File: src/rtl/elrb_pkg.sv
// Constants for the event log record builder.
// Assumes a single 100 MHz core clock and a word-wide register port.
package elrb_pkg;

	// Register word indices (byte address = 4 * index)
	localparam logic [7:0] ELRB_REG_CTRL    = 8'h00;
	localparam logic [7:0] ELRB_REG_STATUS  = 8'h01;
	localparam logic [7:0] ELRB_REG_IRQ_ST  = 8'h02;
	localparam logic [7:0] ELRB_REG_IRQ_MSK = 8'h03;
	localparam logic [7:0] ELRB_REG_REC_LEN = 8'h04;
	localparam logic [7:0] ELRB_REG_HDR     = 8'h05;
	localparam logic [7:0] ELRB_REG_BUF     = 8'h40;
	localparam logic [7:0] ELRB_REG_BUF_END = 8'h53;

	// Control register fields
	localparam int ELRB_CTRL_AER_SUP    = 0;
	localparam int ELRB_CTRL_HDRLOG_SUP = 1;
	localparam int ELRB_CTRL_PFXLOG_SUP = 2;
	localparam int ELRB_CTRL_GROUP_SUP  = 3;
	localparam logic [3:0] ELRB_CTRL_RESET = 4'h0;

	// Interrupt status bits
	localparam int ELRB_IRQ_ERR_REC = 0;
	localparam int ELRB_IRQ_NS_REC  = 1;

	// Record geometry
	localparam int ELRB_ERR_WORDS  = 20;
	localparam int ELRB_NS_WORDS   = 12;
	localparam logic [7:0] ELRB_ERR_BYTES = 8'h50;
	localparam logic [7:0] ELRB_NS_BYTES  = 8'h30;

	// Change-namespace header codes
	localparam logic [7:0] ELRB_NS_EVENT_TYPE = 8'h06;
	localparam logic [7:0] ELRB_NS_EVENT_REV  = 8'h01;

	// Record kind codes and the all-namespaces identifier
	localparam logic [1:0] ELRB_KIND_NONE = 2'h0;
	localparam logic [1:0] ELRB_KIND_ERR  = 2'h1;
	localparam logic [1:0] ELRB_KIND_NS   = 2'h2;
	localparam logic [31:0] ELRB_NAMESPACE_IDENTIFIER_ALL = 32'hffffffff;

	typedef enum logic [1:0]
	{
		ELRB_IDLE  = 2'b00,
		ELRB_BUILD = 2'b01,
		ELRB_DONE  = 2'b11
	} elrb_state_type;

endpackage

File: src/rtl/elrb_builder.sv
// Event log record builder: assembles link error and change-namespace records.
// Assumes event strobes are single-cycle pulses from logic on clk.
//
// What this block does
// RQ1: Device status snapshot in error bytes 1:0
// RQ2: Byte 2 bit 0 shows AER support
// RQ3: Status snapshot by error class, bytes 31:16
// RQ4: Mask snapshot by error class, bytes 47:32
// RQ5: Header log in bytes 63:48 if supported
// RQ6: Prefix log in bytes 79:64 if supported
// RQ7: Namespace record only after successful command
// RQ8: Header carries type 06h, revision 01h
// RQ9: Command dword ten in bytes 3:0
// RQ10: Namespace size in bytes 15:8
// RQ11: Namespace capacity in bytes 31:24
// RQ12: Block size selector in byte 32
// RQ13: Protection settings in byte 33
// RQ14: Multipath sharing byte 34, byte 35 reserved
// RQ15: Delete-all makes namespace fields reserved
// RQ16: All reserved bits filled with zero
// RQ17: Group id bytes 39:36, zero if unsupported
// RQ18: Set id in bytes 41:40
// RQ19: Namespace identifier in bytes 47:44
//
// The address map and strobed register access were left to the implementer.
module elrb_builder
	import elrb_pkg::*;
(
	input  wire logic         clk,
	input  wire logic         rst,
	input  wire logic         err_event,
	input  wire logic         err_uncorrectable,
	input  wire logic [15:0]  dev_status,
	input  wire logic [127:0] corr_status,
	input  wire logic [127:0] uncorr_status,
	input  wire logic [127:0] corr_mask,
	input  wire logic [127:0] uncorr_mask,
	input  wire logic [127:0] header_log,
	input  wire logic [127:0] prefix_log,
	input  wire logic         ns_event,
	input  wire logic         ns_success,
	input  wire logic         ns_delete,
	input  wire logic [31:0]  command_dword_ten,
	input  wire logic [31:0]  namespace_identifier,
	input  wire logic [63:0]  cmd_namespace_size,
	input  wire logic [63:0]  cmd_namespace_capacity,
	input  wire logic [7:0]   cmd_formatted_block_size_sel,
	input  wire logic [7:0]   cmd_protection_type_settings,
	input  wire logic [7:0]   cmd_multipath_sharing_caps,
	input  wire logic [31:0]  cmd_access_group_id,
	input  wire logic [15:0]  cmd_storage_set_id,
	input  wire logic [63:0]  del_namespace_size,
	input  wire logic [63:0]  del_namespace_capacity,
	input  wire logic [7:0]   del_formatted_block_size_sel,
	input  wire logic [7:0]   del_protection_type_settings,
	input  wire logic [7:0]   del_multipath_sharing_caps,
	input  wire logic [31:0]  del_access_group_id,
	input  wire logic [15:0]  del_storage_set_id,
	input  wire logic [7:0]   reg_addr,
	input  wire logic [31:0]  reg_wdata,
	input  wire logic         reg_write,
	input  wire logic         reg_read,
	output logic [31:0]       reg_rdata,
	output logic              record_ready,
	output logic              irq
);

	////////////////////////////////////////////////////////////////////////////////
	// State

	logic [31:0]    rec_buf [ELRB_ERR_WORDS];
	logic [31:0]    next_buf [ELRB_ERR_WORDS];
	logic [1:0]     kind;
	logic [1:0]     next_kind;
	logic [3:0]     ctrl;
	logic [3:0]     next_ctrl;
	logic [1:0]     irq_st;
	logic [1:0]     next_irq_st;
	logic [1:0]     irq_msk;
	logic [1:0]     next_irq_msk;
	logic [31:0]    next_rdata;
	logic           next_irq;
	elrb_state_type state;
	elrb_state_type next_state;

	// Assembled images; built combinationally from the live inputs so the
	// snapshot is exactly what the sources held in the event cycle.
	logic [639:0]   err_img;
	logic [383:0]   ns_img;
	logic           take_err;
	logic           take_ns;
	logic           del_all;
	logic [7:0]     widx;

	////////////////////////////////////////////////////////////////////////////////
	// Record assembly

	always_comb
	begin
		err_img = '0;                                                       // [RQ16]
		err_img[15:0] = dev_status;                                         // [RQ1]
		err_img[16] = ctrl[ELRB_CTRL_AER_SUP];                              // [RQ2]
		err_img[255:128] = err_uncorrectable ? uncorr_status : corr_status; // [RQ3]
		err_img[383:256] = err_uncorrectable ? uncorr_mask : corr_mask;     // [RQ4]
		if (ctrl[ELRB_CTRL_HDRLOG_SUP])
		begin
			err_img[511:384] = header_log;                                  // [RQ5]
		end
		if (ctrl[ELRB_CTRL_PFXLOG_SUP])
		begin
			err_img[639:512] = prefix_log;                                  // [RQ6]
		end
	end

	always_comb
	begin
		del_all = ns_delete && (namespace_identifier == ELRB_NAMESPACE_IDENTIFIER_ALL);
		ns_img = '0;                                                        // [RQ16]
		ns_img[31:0] = command_dword_ten;                                   // [RQ9]
		if (!del_all)                                                       // [RQ15]
		begin
			ns_img[127:64]  = ns_delete ? del_namespace_size
				: cmd_namespace_size;                                       // [RQ10]
			ns_img[255:192] = ns_delete ? del_namespace_capacity
				: cmd_namespace_capacity;                                   // [RQ11]
			ns_img[263:256] = ns_delete ? del_formatted_block_size_sel
				: cmd_formatted_block_size_sel;                             // [RQ12]
			ns_img[271:264] = ns_delete ? del_protection_type_settings
				: cmd_protection_type_settings;                             // [RQ13]
			ns_img[279:272] = ns_delete ? del_multipath_sharing_caps
				: cmd_multipath_sharing_caps;                               // [RQ14]
			if (ctrl[ELRB_CTRL_GROUP_SUP])
			begin
				ns_img[319:288] = ns_delete ? del_access_group_id
					: cmd_access_group_id;                                  // [RQ17]
			end
			ns_img[335:320] = ns_delete ? del_storage_set_id
				: cmd_storage_set_id;                                       // [RQ18]
		end
		ns_img[383:352] = namespace_identifier;                             // [RQ19]
	end

	////////////////////////////////////////////////////////////////////////////////
	// Sequencing: an error event wins over a namespace event in the same cycle

	always_comb
	begin
		take_err = err_event;
		take_ns = ns_event && ns_success && !err_event;                     // [RQ7]
		next_state = state;
		next_kind = kind;
		for (int i = 0; i < ELRB_ERR_WORDS; i++)
		begin
			next_buf[i] = rec_buf[i];
		end
		case (state)
			ELRB_IDLE,
			ELRB_DONE:
			begin
				if (take_err || take_ns)
				begin
					next_state = ELRB_BUILD;
				end
			end
			ELRB_BUILD:
			begin
				next_state = ELRB_DONE;
			end
			default:
			begin
				next_state = ELRB_IDLE;
			end
		endcase
		if (take_err)
		begin
			next_kind = ELRB_KIND_ERR;
			for (int i = 0; i < ELRB_ERR_WORDS; i++)
			begin
				next_buf[i] = err_img[i*32 +: 32];
			end
		end
		else if (take_ns)
		begin
			next_kind = ELRB_KIND_NS;
			for (int i = 0; i < ELRB_ERR_WORDS; i++)
			begin
				next_buf[i] = (i < ELRB_NS_WORDS) ? ns_img[i*32 +: 32] : 32'h00000000;
			end
		end
	end

	////////////////////////////////////////////////////////////////////////////////
	// Register port and interrupt

	always_comb
	begin
		widx = reg_addr - ELRB_REG_BUF;
		next_ctrl = ctrl;
		next_irq_msk = irq_msk;
		next_irq_st = irq_st;
		next_rdata = 32'h00000000;
		if (reg_write && reg_addr == ELRB_REG_CTRL)
		begin
			next_ctrl = reg_wdata[3:0];
		end
		if (reg_write && reg_addr == ELRB_REG_IRQ_MSK)
		begin
			next_irq_msk = reg_wdata[1:0];
		end
		if (reg_read)
		begin
			if (reg_addr == ELRB_REG_CTRL)
			begin
				next_rdata = {28'h0000000, ctrl};
			end
			else if (reg_addr == ELRB_REG_STATUS)
			begin
				next_rdata = {28'h0000000, kind, state};
			end
			else if (reg_addr == ELRB_REG_IRQ_ST)
			begin
				next_rdata = {30'h00000000, irq_st};
				next_irq_st = 2'h0;
			end
			else if (reg_addr == ELRB_REG_IRQ_MSK)
			begin
				next_rdata = {30'h00000000, irq_msk};
			end
			else if (reg_addr == ELRB_REG_REC_LEN)
			begin
				next_rdata = {24'h000000, (kind == ELRB_KIND_ERR) ? ELRB_ERR_BYTES
					: (kind == ELRB_KIND_NS) ? ELRB_NS_BYTES : 8'h00};
			end
			else if (reg_addr == ELRB_REG_HDR)
			begin
				next_rdata = (kind == ELRB_KIND_NS)
					? {16'h0000, ELRB_NS_EVENT_REV, ELRB_NS_EVENT_TYPE} // [RQ8]
					: 32'h00000000;
			end
			else if (reg_addr >= ELRB_REG_BUF && reg_addr <= ELRB_REG_BUF_END)
			begin
				next_rdata = rec_buf[widx[4:0]];
			end
		end
		// A new event set in the clearing cycle survives the read-clear
		if (take_err)
		begin
			next_irq_st[ELRB_IRQ_ERR_REC] = 1'b1;
		end
		if (take_ns)
		begin
			next_irq_st[ELRB_IRQ_NS_REC] = 1'b1;
		end
		next_irq = |(next_irq_st & irq_msk);
	end

	always_ff @(posedge clk or posedge rst)
	begin
		if (rst)
		begin
			state <= ELRB_IDLE;
			kind <= ELRB_KIND_NONE;
			ctrl <= ELRB_CTRL_RESET;
			irq_st <= 2'h0;
			irq_msk <= 2'h0;
			reg_rdata <= 32'h00000000;
			record_ready <= 1'b0;
			irq <= 1'b0;
			for (int i = 0; i < ELRB_ERR_WORDS; i++)
			begin
				rec_buf[i] <= 32'h00000000;
			end
		end
		else
		begin
			state <= next_state;
			kind <= next_kind;
			ctrl <= next_ctrl;
			irq_st <= next_irq_st;
			irq_msk <= next_irq_msk;
			reg_rdata <= next_rdata;
			record_ready <= (next_kind != ELRB_KIND_NONE);
			irq <= next_irq;
			for (int i = 0; i < ELRB_ERR_WORDS; i++)
			begin
				rec_buf[i] <= next_buf[i];
			end
		end
	end

endmodule // elrb_builder

File: config.mk
export PLATFORM = sky130hd
export DESIGN_NAME = elrb_builder
export DESIGN_NICKNAME = d
export VERILOG_FILES = /design/src/rtl/elrb_pkg.sv /design/src/rtl/elrb_builder.sv
export SDC_FILE = /design/constraint.sdc
export NUM_CORES = 2
export LEC_CHECK = 0
export CAP_MARGIN = 20
export CORE_AREA = 2 2 525 527
export DETAILED_ROUTE_END_ITERATION = 8
export DIE_AREA = 0 0 527 529
export DONT_BUFFER_PORTS = 1
export SLEW_MARGIN = 20
export SYNTH_ARGS = -nofsm -noshare
export SYNTH_HDL_FRONTEND = slang
export SYNTH_SLANG_ARGS = --single-unit
File: constraint.sdc
create_clock -name clk -period 29.9 [get_ports clk]
set_clock_uncertainty 0.2 [all_clocks]
set_input_delay 5.98 -clock clk [delete_from_list [all_inputs] [get_ports clk]]
set_output_delay 5.98 -clock clk [all_outputs]
set_load 0.01 [all_outputs]
==> results.json <==
{
  "area_growth_pct": 20.5,
  "min_period_over_period_pct": 32.2,
  "antenna_violations_before_repair": 286,
  "p_switching_uw": 705,
  "gr-usage-all-layers_pct": 18.2,
  "globalRouteOverflowTotal": 0,
  "failed_checks": "antenna violations, max-slew violations",
  "timing.max_cap.violations": 0,
  "floorplan.io_pins": 1331,
  "hold_class": "reg2reg",
  "avgSynthCellArea_sq_um": 11.4,
  "totalNegativeSetupSlack_ns": 0,
  "clock-root-buffer": "clkbuf_16",
  "post_synth_design_cell_area_sq_um": 35100,
  "postCtsResizedCells": 0,
  "data_arrival_critical_path_ns": 9.96,
  "status": "finished, violations left",
  "grt_max_degree": 257,
  "port_buf_inserts": 0,
  "totalWireLength_microns": 267000,
  "path_max_fanout": 66,
  "routed-via-count": 29700,
  "power.ir.vdd_worst_mv": 0.0436,
  "insertion_delay_to_the_later_sink_of_the_worst_skew_pair_ns": 0.82,
  "first_pass_drt_iterations": 5,
  "rows": 192,
  "die-height_microns": 529,
  "pwr-share-comb_pct": 12.8,
  "worst_endpoint_required_time_ns": 30.23,
  "clock_power_share_pct": 47.2,
  "postCtsHoldBufs": 0,
  "rsz0062_at_grt": "false",
  "final_hold_fails": 0,
  "postSynthRegisterBits": 654,
  "cell_internal_pwr_mw": 1.77,
  "final-setup-viol-count": 0,
  "design.die.area_sq_um": 279000,
  "initial_core_util_pct": 12.9,
  "cts.clk_slew.worst_paths_ns": 0.06,
  "route.antenna.remaining_nets": 2,
  "yosysWarnings": 0,
  "p_total_mw": 2.48,
  "post_synth_num_cell_types": 47,
  "power.static_leakage_nw": 17.2,
  "synthesis.nets": 4389,
  "final_nets": 4216,
  "tightest_slew_margin_relative_to_the_limit_pct": -25.0,
  "cts-htree-levels": 3,
  "final-max-slew-violation-count": 96,
  "cts-root-to-sink-buffers": 4,
  "post-route-min-period_ns": 9.63,
  "tritoncts_clock_tree": "done",
  "setup.worst_path.start_class": "input pin",
  "swShare_pct": 28.5,
  "synth-async-reset-ratio_pct": 100,
  "postSynthCellCount": 3088,
  "power_density_over_the_cells_nw_per_um2": 58.5,
  "synth_edf_count": 0,
  "initial_drt_markers": 2667,
  "pwr-share-seq_pct": 40.0,
  "post-route-drc-count": 0,
  "grt_first_pass_wirelength_microns": 326000,
  "fmax_mhz": 104,
  "post_route_cells_drive_above_1_share_pct": 16.8,
  "grt_pass1_vias": 28500,
  "detail_route.vias_per_cell": 4.40,
  "detail_route.wl_per_cell_microns": 39.5,
  "worst_slew_pin_slew_ns": 1.88,
  "routabilityCongestion": 1.16,
  "postcts_setup_bufs": 0,
  "fp.coreArea_sq_um": 273000,
  "seq_area_frac_synth_pct": 46.6,
  "cts_sinks": 654,
  "ys_dominant_reg_cell": "dfrtp_1",
  "dpl.hpwl_microns": 217000,
  "tritoncts.num_buffers": 88,
  "cp-end-kind": "flip-flop",
  "critical_path_class": "in2reg",
  "fp.dieW_microns": 527,
  "number_of_inserted_filler_cells_in_the_final_layout": 30300
}
==> worst paths after layout <==
kind | from | end | slack, ns | depth (start not counted)
max | namespace_identifier[1] | rec_buf[443] | 20.27 | 6
min | rec_buf[288] | rec_buf[288] | 0.29 | 2
max reg2reg | rec_buf[316] | reg_rdata[28] | 27.28 | 3
min reg2reg | rec_buf[288] | rec_buf[288] | 0.29 | 2
max in group asynchronous | rst | rec_buf[263] | 20.76 | 6
min in group asynchronous | rst | rec_buf[213] | 4.91 | 1
==> cells in the final DEF (no fill, tap or decap), types with 4 or more instances in the layout <==
cell type,netlist,layout
o22a_1,93,93
nand4_1,10,10
inv_6,0,6
a31o_2,88,88
nor2_1,199,195
buf_4,17,41
a21oi_1,241,241
nand2_1,242,239
ha_1,4,4
dfrtp_1,654,654
o221ai_1,27,27
a221oi_1,5,5
clkinvlp_4,0,8
clkinv_2,0,6
mux2i_1,451,451
a221o_1,4,4
bufinv_16,0,12
nor3_1,20,19
clkbuf_16,0,90
inv_8,0,6
and3_1,35,35
clkbuf_1,201,7
nand3_1,72,71
mux2_2,75,75
o22ai_1,6,6
mux4_1,17,17
mux4_2,125,125
diode_2,0,179
clkbuf_8,0,18
a22o_1,271,271
o2111ai_1,12,12
o21ai_0,76,73
inv_1,21,19
==> cells in the mapped netlist, types with 2 or more instances <==
library cell / n / area [sq um]
buf_4: 17 / 128
inv_1: 21 / 78.8
mux2i_1: 451 / 4510
a31o_2: 88 / 771
buf_1: 31 / 116
mux4_1: 17 / 447
o22ai_1: 6 / 37.5
o221ai_1: 27 / 236
o22a_1: 93 / 815
or3_1: 2 / 12.5
and2_1: 4 / 25.0
clkbuf_1: 201 / 754
o2111ai_1: 12 / 105
buf_6: 7 / 78.8
ha_1: 4 / 50.1
nand2_1: 242 / 908
a221o_1: 4 / 40.0
nor3b_1: 3 / 22.5
a21oi_1: 241 / 1210
o31ai_1: 2 / 15.0
nand4_1: 10 / 62.6
a22o_1: 271 / 2370
mux2_2: 75 / 845
mux4_2: 125 / 2820
nor3_1: 20 / 100
nand3_1: 72 / 360
dfrtp_1: 654 / 16400
o211ai_1: 3 / 22.5
and3_1: 35 / 219
o21ai_0: 76 / 380
buf_2: 50 / 250
a221oi_1: 5 / 43.8
o2111a_1: 2 / 22.5
nor4_1: 3 / 18.8
nand2b_1: 3 / 18.8
a21o_1: 2 / 15.0
nor2_1: 199 / 747
==> sequential cells by signal (all words and copies together) (netlist names) <==
register      cells
state             2
kind              2
irq_st            2
rec_buf         608
reg_rdata        32
ctrl              4
irq               1
record_ready      1
irq_msk           2
==> cells by family after synthesis <==
family	share of synthesized area (%)
buf+inv	4.01
compound gates	17.4
simple gates	7.25
mux	24.6
flops	46.6
fa+ha+maj	0.143
==> layout make-up <==
class	instances	area, sq um	area share [%]
sequential	654	16400	38.7
clock buffer	115	2530	5.97
tap	3589	4490	10.6
inverter	21	93.8	0.222
clock inverter	40	612	1.45
antenna	179	448	1.06
multi-input combinational	2107	17400	41.1
timing repair buffer	43	363	0.858
==> routing by layer <==
metal / wire length [microns] / track usage [%] / up-vias
met5: 1250 / 0.0346 / -
met4: 17800 / 10.9 / 152
met3: 33800 / 10.1 / 746
met2: 113000 / 27.1 / 2262
met1: 100000 / 20.3 / 14900
li1: - / - / 11600
==> power groups by stage <==
stage	clock, mW	combinational, mW	sequential, mW
floorplan	0	0.222	0.978
global placement	0	0.321	1.00
detailed placement	0	0.327	1.01
CTS	1.20	0.328	0.989
global route	1.23	0.342	0.993
finish	1.17	0.317	0.990
==> critical path: stages <==
cell and delay, ns:
nand4_1 0.42, nor4_1 1.19, nand4_1 0.55, buf_4 0.50, nand2_2 0.94, o221ai_1 0.32
==> per-stage QoR <==
stage	utilization [%]	cell area (sq um)	cells	hold slack [ns]	worst slack (ns)
after floorplan	-	35100	3088	0.248	5.39
after global placement	14.2	38700	6412	0.267	19.33
after detailed placement	14.2	38700	6413	0.281	19.17
after CTS	15.3	41800	6568	0.296	20.00
after global routing	15.4	42100	6667	0.308	20.20
final	15.5	42300	6748	0.294	20.27
(Power assumes the default switching activity.)
